[src/hdl/pced_defines.vh]
// Register map, field layout, reset values and widths for pin change detect
`ifndef PCED_DEFINES_VH
`define PCED_DEFINES_VH

// ----------------------------------------------------------------------
// Register byte offsets
// ----------------------------------------------------------------------
`define PCED_OFF_RISE      12'h000
`define PCED_OFF_FALL      12'h004
`define PCED_OFF_FLAG      12'h008
`define PCED_OFF_CTRL      12'h00c
`define PCED_OFF_STAT      12'h010

// ----------------------------------------------------------------------
// Field positions and widths
// ----------------------------------------------------------------------
`define PCED_PINS          6
`define PCED_ADDR_W        12
`define PCED_CTRL_IE_BIT   0
`define PCED_CTRL_SLP_BIT  1
`define PCED_STAT_IF_BIT   0
`define PCED_STAT_IRQ_BIT  1
`define PCED_STAT_SLP_BIT  2

// ----------------------------------------------------------------------
// Reset values
// ----------------------------------------------------------------------
`define PCED_RST_EN        6'h00
`define PCED_RST_FLAG      6'h00
`define PCED_RST_CTRL      2'h0

`endif

[src/hdl/pced_pin_sync.v]
// Two-stage synchroniser with edge detector for one port pin
`timescale 1ns/1ps
`default_nettype none

module pced_pin_sync (
    // Clock and reset
    input  wire CLK_IN,
    input  wire RST_IN,
    // Pin and edge outputs
    input  wire pin_in,
    output wire rise_out,
    output wire fall_out
);

    reg meta_q;
    reg sync_q;
    reg prev_q;

    // Reset value 0: a pin high at reset shows one rising edge
    always @(posedge CLK_IN or posedge RST_IN) begin
        if (RST_IN) begin
            meta_q <= 1'b0;
            sync_q <= 1'b0;
            prev_q <= 1'b0;
        end else begin
            meta_q <= pin_in;
            sync_q <= meta_q;
            prev_q <= sync_q;
        end
    end

    assign rise_out = sync_q & ~prev_q;
    assign fall_out = ~sync_q & prev_q;

endmodule // pced_pin_sync

`default_nettype wire

[src/hdl/pced_top.v]
// APB pin change edge detector: six pins, per-edge enables, sticky flags
//
// Contract
// - A flag clear written in the cycle a new enabled edge arrives leaves the flag set.
// - In sleep an enabled edge wakes the device only while the int enable is set.
// - An edge caught in sleep is in the flag register before wake is signalled.
// - Six rising enable bits 5..0 arm rising detection per pin.
// - Six falling enable bits 5..0 arm falling detection per pin.
// - A cleared enable bit hides that polarity from flag and interrupt.
// - Flag x sets on an enabled rising or falling edge of pin x.
// - A flag stays set until software clears it or reset.
// - Bits 7 and 6 of enable and flag registers read zero, ignore writes.
// - Detection and flag setting go on while the int enable is clear.
// - The summary flag is the OR of all pin flags.
// - Both enables set detect both polarities on a pin.
//
// The register addresses and the APB slave port are this design's own decisions.
`timescale 1ns/1ps
`default_nettype none
`include "pced_defines.vh"

module pced_top #(
    parameter PINS = `PCED_PINS
) (
    // Clock and reset
    input  wire                    CLK_IN,
    input  wire                    RST_IN,
    // APB slave
    input  wire                    PSEL_IN,
    input  wire                    PENABLE_IN,
    input  wire                    PWRITE_IN,
    input  wire [`PCED_ADDR_W-1:0] PADDR_IN,
    input  wire [31:0]             PWDATA_IN,
    input  wire [3:0]              PSTRB_IN,
    output reg  [31:0]             PRDATA_OUT,
    output wire                    PREADY_OUT,
    output wire                    PSLVERR_OUT,
    // Port pins
    input  wire [PINS-1:0]         PORT_A_PIN_IN,
    // Interrupt and wake
    output reg                     IRQ_OUT,
    output reg                     WAKE_OUT,
    output wire                    CHANGE_INT_FLAG_OUT
);

    // ------------------------------------------------------------------
    // Registers
    // ------------------------------------------------------------------
    reg  [PINS-1:0] rise_en_q;
    reg  [PINS-1:0] fall_en_q;
    reg  [PINS-1:0] flag_q;
    reg  [PINS-1:0] flag_d;
    reg             int_en_q;
    reg             sleep_q;
    reg  [31:0]     rdata_d;

    wire [PINS-1:0] rise_w;
    wire [PINS-1:0] fall_w;
    wire [PINS-1:0] hit_w;
    wire            access_w;
    wire            wr_w;
    wire            sel_rise_w;
    wire            sel_fall_w;
    wire            sel_flag_w;
    wire            sel_ctrl_w;
    wire            sel_stat_w;
    wire            mapped_w;

    // ------------------------------------------------------------------
    // Pin synchronisers
    // ------------------------------------------------------------------
    genvar g;
    generate
        for (g = 0; g < PINS; g = g + 1) begin : g_pin
            pced_pin_sync u_sync (
                .CLK_IN   (CLK_IN),
                .RST_IN   (RST_IN),
                .pin_in   (PORT_A_PIN_IN[g]),
                .rise_out (rise_w[g]),
                .fall_out (fall_w[g])
            );
        end
    endgenerate

    // Enabled edges; int enable deliberately not in this path
    assign hit_w = (rise_w & rise_en_q) | (fall_w & fall_en_q);

    // ------------------------------------------------------------------
    // APB decode
    // ------------------------------------------------------------------
    // Zero wait states: every access finishes in its first access cycle
    assign PREADY_OUT  = 1'b1;
    assign access_w    = PSEL_IN & PENABLE_IN;
    assign wr_w        = access_w & PWRITE_IN & PSTRB_IN[0];
    assign sel_rise_w  = (PADDR_IN == `PCED_OFF_RISE);
    assign sel_fall_w  = (PADDR_IN == `PCED_OFF_FALL);
    assign sel_flag_w  = (PADDR_IN == `PCED_OFF_FLAG);
    assign sel_ctrl_w  = (PADDR_IN == `PCED_OFF_CTRL);
    assign sel_stat_w  = (PADDR_IN == `PCED_OFF_STAT);
    assign mapped_w    = sel_rise_w | sel_fall_w | sel_flag_w |
                         sel_ctrl_w | sel_stat_w;
    assign PSLVERR_OUT = access_w & ~mapped_w;

    // ------------------------------------------------------------------
    // Flag next value
    // ------------------------------------------------------------------
    // Set wins over a write, so a clear never swallows a fresh edge
    always @* begin
        flag_d = flag_q;
        if (wr_w && sel_flag_w) begin
            flag_d = PWDATA_IN[PINS-1:0];
        end
        flag_d = flag_d | hit_w;
    end

    // ------------------------------------------------------------------
    // Control state
    // ------------------------------------------------------------------
    always @(posedge CLK_IN or posedge RST_IN) begin
        if (RST_IN) begin
            rise_en_q <= `PCED_RST_EN;
            fall_en_q <= `PCED_RST_EN;
            flag_q    <= `PCED_RST_FLAG;
            int_en_q  <= 1'b0;
            sleep_q   <= 1'b0;
        end else begin
            flag_q <= flag_d;
            if (wr_w && sel_rise_w) begin
                rise_en_q <= PWDATA_IN[PINS-1:0];
            end
            if (wr_w && sel_fall_w) begin
                fall_en_q <= PWDATA_IN[PINS-1:0];
            end
            if (wr_w && sel_ctrl_w) begin
                int_en_q <= PWDATA_IN[`PCED_CTRL_IE_BIT];
                sleep_q  <= PWDATA_IN[`PCED_CTRL_SLP_BIT];
            end else if (sleep_q && int_en_q && (|flag_q)) begin
                // Flag is already stored when sleep is left
                sleep_q <= 1'b0;
            end
        end
    end

    // ------------------------------------------------------------------
    // Interrupt and wake outputs
    // ------------------------------------------------------------------
    assign CHANGE_INT_FLAG_OUT = |flag_q;

    // Wake follows the stored flag, one cycle after it is set
    always @(posedge CLK_IN or posedge RST_IN) begin
        if (RST_IN) begin
            IRQ_OUT  <= 1'b0;
            WAKE_OUT <= 1'b0;
        end else begin
            IRQ_OUT  <= (|flag_d) & int_en_q;
            WAKE_OUT <= sleep_q & int_en_q & (|flag_q);
        end
    end

    // ------------------------------------------------------------------
    // Read data
    // ------------------------------------------------------------------
    always @* begin
        rdata_d = 32'h0000_0000;
        if (sel_rise_w) begin
            rdata_d[PINS-1:0] = rise_en_q;
        end else if (sel_fall_w) begin
            rdata_d[PINS-1:0] = fall_en_q;
        end else if (sel_flag_w) begin
            rdata_d[PINS-1:0] = flag_q;
        end else if (sel_ctrl_w) begin
            rdata_d[`PCED_CTRL_IE_BIT]  = int_en_q;
            rdata_d[`PCED_CTRL_SLP_BIT] = sleep_q;
        end else if (sel_stat_w) begin
            rdata_d[`PCED_STAT_IF_BIT]  = |flag_q;
            rdata_d[`PCED_STAT_IRQ_BIT] = IRQ_OUT;
            rdata_d[`PCED_STAT_SLP_BIT] = sleep_q;
        end
    end

    // Data held in a flop; captured in setup so it stands in access
    always @(posedge CLK_IN or posedge RST_IN) begin
        if (RST_IN) begin
            PRDATA_OUT <= 32'h0000_0000;
        end else if (PSEL_IN && !PENABLE_IN && !PWRITE_IN) begin
            PRDATA_OUT <= rdata_d;
        end
    end

endmodule // pced_top

`default_nettype wire

[config.mk]
export PLATFORM = sky130hd
export DESIGN_NAME = pced_top
export DESIGN_NICKNAME = d
export VERILOG_FILES = /design/src/hdl/pced_pin_sync.v /design/src/hdl/pced_top.v
export VERILOG_INCLUDE_DIRS = /design/src /design/src/hdl
export SDC_FILE = /design/constraint.sdc
export NUM_CORES = 1
export LEC_CHECK = 0
export ABC_AREA = 1
export BUFFER_PORTS_ARGS = -buffer_cell sky130_fd_sc_hd__buf_4
export CAP_MARGIN = 20
export CORE_MARGIN = 1.5
export CORE_UTILIZATION = 40
export CTS_CLUSTER_SIZE = 25
export DETAILED_ROUTE_END_ITERATION = 7
export MAX_ROUTING_LAYER = met4
export PLACE_DENSITY = 0.7
export REMOVE_ABC_BUFFERS = 1
export SETUP_SLACK_MARGIN = 0.05
export SKIP_LAST_GASP = 1
export SYNTH_ARGS = -nofsm -noshare
export SYNTH_HDL_FRONTEND = slang
export SYNTH_HIERARCHICAL = 1
export SYNTH_SLANG_ARGS = --single-unit
[constraint.sdc]
create_clock -name CLK_IN -period 1.3 [get_ports CLK_IN]
set_input_delay 0.13 -clock CLK_IN [delete_from_list [all_inputs] [get_ports CLK_IN]]
set_output_delay 0.13 -clock CLK_IN [all_outputs]
set_load 0.1 [all_outputs]
==> results of run 1 <==
area by class of cell:
type,count,share of cell area [%]
clock buffers,6,2.56
clock inverters,2,0.389
inverters,44,5.17
multi-input cells,188,32.4
flip-flops and latches,46,35.7
well taps,75,2.91
repair buffers,84,20.9
per-layer routing:
metal / global-route usage [%] / part of all wire [%]
met4: 5.17 / 0.98
met1: 20.6 / 44
met2: 30.7 / 49
met5: - / 0
met3: 3.93 / 6.5
registers in the layout, summed over array words and instances (netlist names), 6 cells and up:
signal	flops
fall_en_q	6
flag_q	6
rise_en_q	6
g_pin.u_sync/prev_q	6
g_pin.u_sync/sync_q	6
PRDATA_OUT	6
g_pin.u_sync/meta_q	6
worst max path at each step:
stage / endpoint / cells past startpoint / startpoint / slack (ns)
floorplan: PSLVERR_OUT / 6 / PADDR_IN[9] / -1.31
CTS: CHANGE_INT_FLAG_OUT / 4 / flag_q[4] / -0.08
global placement: IRQ_OUT / 11 / PADDR_IN[9] / -0.16
global route: CHANGE_INT_FLAG_OUT / 4 / flag_q[5] / -0.11
detailed placement: IRQ_OUT / 11 / PADDR_IN[9] / -0.18
finish: CHANGE_INT_FLAG_OUT / 4 / flag_q[5] / -0.09
critical path: cells and delay by family (launching register included):
family	cells	cell delay (ns)
buffers and inverters	2	0.29
flip-flops	1	0.40
AND/OR/NAND/NOR	2	0.26
power by group through the flow:
stage          clock [mW]  sequential [mW]  combinational, mW
2_1_floorplan           0             1.54              0.452
3_3_place_gp            0             1.51              0.627
3_5_place_dp            0             1.51              0.633
4_1_cts             0.919             1.48              0.658
5_1_grt              1.01             1.49              0.697
6_report            0.908             1.48              0.657
through the flow:
| stage | TNS (ns) | std cells | power (mW) |
|---|---|---|---|
| 3_5_place_dp | -0.897 | 418 | 2.14 |
| 4_1_cts | -0.101 | 442 | 3.06 |
| 3_3_place_gp | -0.780 | 418 | 2.13 |
| 5_1_grt | -0.313 | 445 | 3.19 |
| 2_1_floorplan | -3.23 | 278 | 1.99 |
| 6_report | -0.0916 | 445 | 3.05 |
cell usage after synthesis (all sizes together) (2+ instances only):
cell	number	area share [%]
inv	43	6.6
a22o	6	2.1
o21ai	14	3.8
nand4	12	3.1
dfrtp	46	47
nor3	3	1.1
nor2	31	6.8
o211ai	2	0.82
nand3	16	3.9
nand2	67	11
conb	2	0.31
buf	31	9.9
nand3b	4	1.4
kinds of logic after synthesis:
kind of cell           count (synthesis)  synth area share (%)
other                                  2                 0.307
flip-flops                            46                  47.0
buffers and inverters                 75                  16.6
AO/OA/AOI/OAI                         26                  8.12
AND/OR/NAND/NOR                      135                  28.0
repair_timing:
item                       CTS  global route
hold endpoints to repair    52             0
setup endpoints to repair    3             5
setup buffers                9             3
hold buffers                 7             0
gates resized for setup     15             6
pin swaps                    5             4
cell usage in the layout (no fill, tap or decap), types with 2 or more instances in the layout:
cell / instances
a22o_1: 6
buf_4: 73
buf_6: 3
clkbuf_8: 6
clkinv_2: 2
conb_1: 27
dfrtp_1: 46
dlygate4sd3_1: 7
inv_1: 40
inv_2: 3
nand2_1: 55
nand2_2: 12
nand3_1: 11
nand3_2: 5
nand3b_1: 3
nand4_1: 12
nor2_1: 18
nor2_2: 8
nor2_4: 4
nor3_1: 2
o21ai_1: 8
o21ai_2: 6
==> impl_metrics.env, run 1 <==
export IMPL_status="finished, violations left"
export IMPL_violations="negative setup slack"
export IMPL_hpwl_um=3830
export IMPL_initial_core_util_pct=41.4
export IMPL_intPower_mw=2.03
export IMPL_fp_dieW_um=81.2
export IMPL_drt_antenna_violating_nets=0
export IMPL_min_from="PWDATA_IN[2]"
export IMPL_core_um2=5920
export IMPL_syn_avg_cell_area_um2=8.62
export IMPL_ys_types=32
export IMPL_area_growth_syn_to_layout_pct=31.5
export IMPL_setup_viol=2
export IMPL_worst_clock_skew_ns=0.0120
export IMPL_crit_type="reg -> out"
export IMPL_switchingPower_mw=1.02
export IMPL_switching_share_pct=33.4
export IMPL_nets=428
export IMPL_r2r_slack_ns=-0.01
export IMPL_grt_antenna_before_repair=0
export IMPL_layout_drive_gt1_share_pct=35.4
export IMPL_end_kind="output pin"
export IMPL_postSynthCellCount=284
export IMPL_drc=0
export IMPL_grt_pass1_vias=1925
export IMPL_min_period_over_period_pct=107
export IMPL_wire_per_inst_um=11.5
export IMPL_power_share_sequential_pct=48.6
export IMPL_hp_class="in -> reg"
export IMPL_cp_max_fo=2
export IMPL_die_h_um=81.2
export IMPL_worstPathArrival_ns=1.26
export IMPL_vdd_drop_max_v=0.000867
export IMPL_ys_warn_count=6
export IMPL_hold_violations=0
export IMPL_register_area_um2=1150
export IMPL_slew_violations=0
export IMPL_synth_edf_count=0
export IMPL_leakage_nw=1.70
export IMPL_wl_um=5120
export IMPL_fill_cells=541
export IMPL_hold_ws_ns=0.114
export IMPL_io_pins=96
export IMPL_synth_area_um2=2450
export IMPL_design_die_area_um2=6600
export IMPL_async_flop_share_pct=100
export IMPL_cts_tree="built"
export IMPL_num_vias=2009
export IMPL_hold_depth=3
export IMPL_pwr_share_comb_pct=21.6
export IMPL_multi_input_area_um2=1040
export IMPL_ys_seq_elements=46
export IMPL_min_period_ns=1.39
export IMPL_r2r_cells=8
export IMPL_reg2reg_to="IRQ_OUT"
export IMPL_gr_total_overflow=0
export IMPL_p_per_area_nw_per_um2=946
export IMPL_cts_root_buffer="clkbuf_8"
export IMPL_grt_pass1_wl_um=8560
export IMPL_grt_max_degree=29
export IMPL_drv_cap=0
export IMPL_htreeDepth=2
export IMPL_yosysSeqAreaShare_pct=47.0
export IMPL_via_per_inst=4.51
export IMPL_fin_util_pct=54.4
export IMPL_crit_chain="nor2_1 -> nand3_2 -> buf_6 -> buf_12"
export IMPL_clk_latency_ns=0.30
export IMPL_rows=28
export IMPL_pre_cts_ws_ns=-0.175
export IMPL_crit_path_start_kind="flop"
export IMPL_place_area_um2=2880
export IMPL_slowest_delay_ns=0.40
export IMPL_cts_sinks=46
export IMPL_synth_ff_type="dfrtp_1"
export IMPL_path_clk_slew_ns=0.09
export IMPL_cts_buffers=5
export IMPL_required_ns=1.17
export IMPL_fin_ws_ns=-0.0852
export IMPL_pwr_share_clk_pct=29.8
export IMPL_drt_pass1_iter_count=4
export IMPL_initialDrtViolationCount=107
export IMPL_io_buffer_count=39
export IMPL_final_cell_area_um2=3220
export IMPL_clock_fmax_mhz=722
export IMPL_clockBufferDepth=2
export IMPL_globalplace_congestion=0.884
export IMPL_rr_startpoint="g_pin[4].u_sync/prev_q"
export IMPL_rsz0062_at_grt="yes"
export IMPL_grt_usage_pct=17.7
export IMPL_cp_slowest_cell="dfrtp_1"
export IMPL_min_to="rise_en_q[2]"
export IMPL_antennaDiodeCount=0
Note: power is estimated with default switching activity, not from simulation.
==> run 2: changes to the inputs <==
CORE_ASPECT_RATIO = 0.6   (was unset)
CTS_BUF_LIST = sky130_fd_sc_hd__clkbuf_2   (was unset)
==> impl_metrics.env, run 2 (synthesis gave the netlist of run 1 again) <==
export IMPL_num_vias=2128
export IMPL_cp_max_fo=2
export IMPL_cts_sinks=46
export IMPL_cts_tree="built"
export IMPL_wire_per_inst_um=12.5
export IMPL_worst_clock_skew_ns=0.0328
export IMPL_grt_util_met3_pct=4.14
export IMPL_grt_usage_pct=18.6
export IMPL_drc=0
export IMPL_grt_antenna_before_repair=0
export IMPL_crit_path_start_kind="flop"
export IMPL_crit_chain="nor2_2 -> nand3_2 -> buf_6 -> buf_12"
export IMPL_drv_cap=0
export IMPL_min_period_over_period_pct=120
export IMPL_cts_buffers=5
export IMPL_io_pins=96
export IMPL_violations="negative setup slack"
export IMPL_grt_met2_usage_pct=26.6
export IMPL_slowest_delay_ns=0.45
export IMPL_hold_depth=3
export IMPL_cp_slowest_cell="dfrtp_1"
export IMPL_antennaDiodeCount=0
export IMPL_multi_input_area_um2=1060
export IMPL_grt_max_degree=29
export IMPL_hpwl_um=4230
export IMPL_clock_fmax_mhz=643
export IMPL_switching_share_pct=35.9
export IMPL_grtUsageMet1_pct=26.7
export IMPL_intPower_mw=1.78
export IMPL_fin_util_pct=59.4
export IMPL_leakage_nw=1.80
export IMPL_fill_cells=498
export IMPL_crit_cells=4
export IMPL_r2r_cells=10
export IMPL_required_ns=1.17
export IMPL_globalplace_congestion=0.950
export IMPL_pwr_share_clk_pct=20.9
export IMPL_initial_core_util_pct=42.7
export IMPL_critPathTopFamily="flip-flops"
export IMPL_vdd_drop_max_v=0.000572
export IMPL_final_cell_mix="buf_4, nand2_1, dfrtp_1"
export IMPL_layout_commonest_cell="buf_4"
export IMPL_nets=442
export IMPL_slew_violations=0
export IMPL_path_buf_inv=2
export IMPL_clk_latency_ns=0.42
export IMPL_setup_viol=3
export IMPL_drt_antenna_violating_nets=0
export IMPL_grt_busiest_layer="met1"
export IMPL_drt_pass1_iter_count=4
export IMPL_status="finished, violations left"
export IMPL_min_period_ns=1.56
export IMPL_path_clk_slew_ns=0.23
export IMPL_power_mw=2.77
export IMPL_fp_dieW_um=104
export IMPL_io_buffer_count=39
export IMPL_worstPathArrival_ns=1.43
export IMPL_rsz0062_at_grt="yes"
export IMPL_area_growth_syn_to_layout_pct=38.9
export IMPL_pwr_share_comb_pct=25.4
export IMPL_final_cell_area_um2=3400
export IMPL_via_per_inst=4.60
export IMPL_htreeDepth=2
export IMPL_design_die_area_um2=6620
export IMPL_grt_pass1_wl_um=9310
export IMPL_power_share_sequential_pct=53.7
export IMPL_switchingPower_uw=993
export IMPL_hp_class="in -> reg"
export IMPL_gr_total_overflow=0
export IMPL_clockBufferDepth=2
export IMPL_core_um2=5730
export IMPL_die_h_um=63.6
export IMPL_grt_pass1_vias=1957
export IMPL_cts_root_buffer="clkbuf_2"
export IMPL_initialDrtViolationCount=164
export IMPL_register_area_um2=1150
export IMPL_p_per_area_nw_per_um2=814
export IMPL_end_kind="output pin"
export IMPL_place_area_um2=2920
export IMPL_wl_um=5800
export IMPL_layout_drive_gt1_share_pct=36.6
export IMPL_hold_violations=0
export IMPL_fin_ws_ns=-0.256
export IMPL_rows=21
export IMPL_crit_type="reg -> out"
-- run 2: repair_timing --
action | 4_1_cts | 5_1_grt
endpoints found under the hold margin | 61 | 0
gates cloned | 0 | 0
setup buffers | 17 | 3
resized for setup | 26 | 22
endpoints found under the setup margin | 5 | 13
pin swaps | 11 | 8
hold buffers | 12 | 0
-- run 2: worst register-to-register path, cell delays in order (launching register included) --
cell,delay [ns]
dfrtp_1,0.45
nor2_2,0.14
nand3_2,0.12
buf_4,0.15
buf_6,0.10
buf_4,0.13
nand3_1,0.06
and3_1,0.16
nand3b_1,0.07
nand2_1,0.06
inv_1,0.03
-- run 2: layout make-up --
| cell class | count | share of cell area (%) |
|---|---|---|
| multi-input cells | 188 | 31.3 |
| well taps | 80 | 2.94 |
| flip-flops and latches | 46 | 33.8 |
| clock buffers | 7 | 1.03 |
| repair buffers | 98 | 26.0 |
| inverters | 44 | 4.89 |
-- run 2: worst paths after layout --
| check | start | end | slack (ns) |
|---|---|---|---|
| min reg2reg | g_pin[0].u_sync/meta_q | g_pin[0].u_sync/sync_q | 0.38 |
| max in group asynchronous | RST_IN | rise_en_q[2] | 0.63 |
| min | PWDATA_IN[1] | flag_q[1] | 0.02 |
| max | flag_q[5] | CHANGE_INT_FLAG_OUT | -0.26 |
| max reg2reg | flag_q[5] | PRDATA_OUT[0] | -0.25 |
| min in group asynchronous | RST_IN | g_pin[1].u_sync/prev_q | 0.16 |
-- run 2: routing by layer --
metal  up-vias  wire, µm  share of wire, %
li1       1050         -                 -
met1      1002      2810                48
met2        66      2510                43
met3        10       440               7.6
met4         0        50              0.86
met5         -         0                 0
-- run 2: stage by stage --
step / instances / setup WS, ns / TNS (ns) / hold WS, ns
floorplan: 278 / -1.31 / -3.23 / -0.116
global placement: 426 / -0.117 / -0.752 / 0.0600
detailed placement: 426 / -0.134 / -1.18 / 0.0639
CTS: 461 / -0.250 / -0.478 / 0.000774
global route: 463 / -0.343 / -0.868 / -0.0144
finish: 463 / -0.256 / -0.615 / 0.0175
-- run 2: power groups by stage --
stage	Clock [mW]	Sequential (mW)	Combinational, mW
global placement	0	1.51	0.632
global route	0.664	1.49	0.738
finish	0.580	1.49	0.702
detailed placement	0	1.51	0.636
CTS	0.587	1.48	0.687
floorplan	0	1.54	0.452
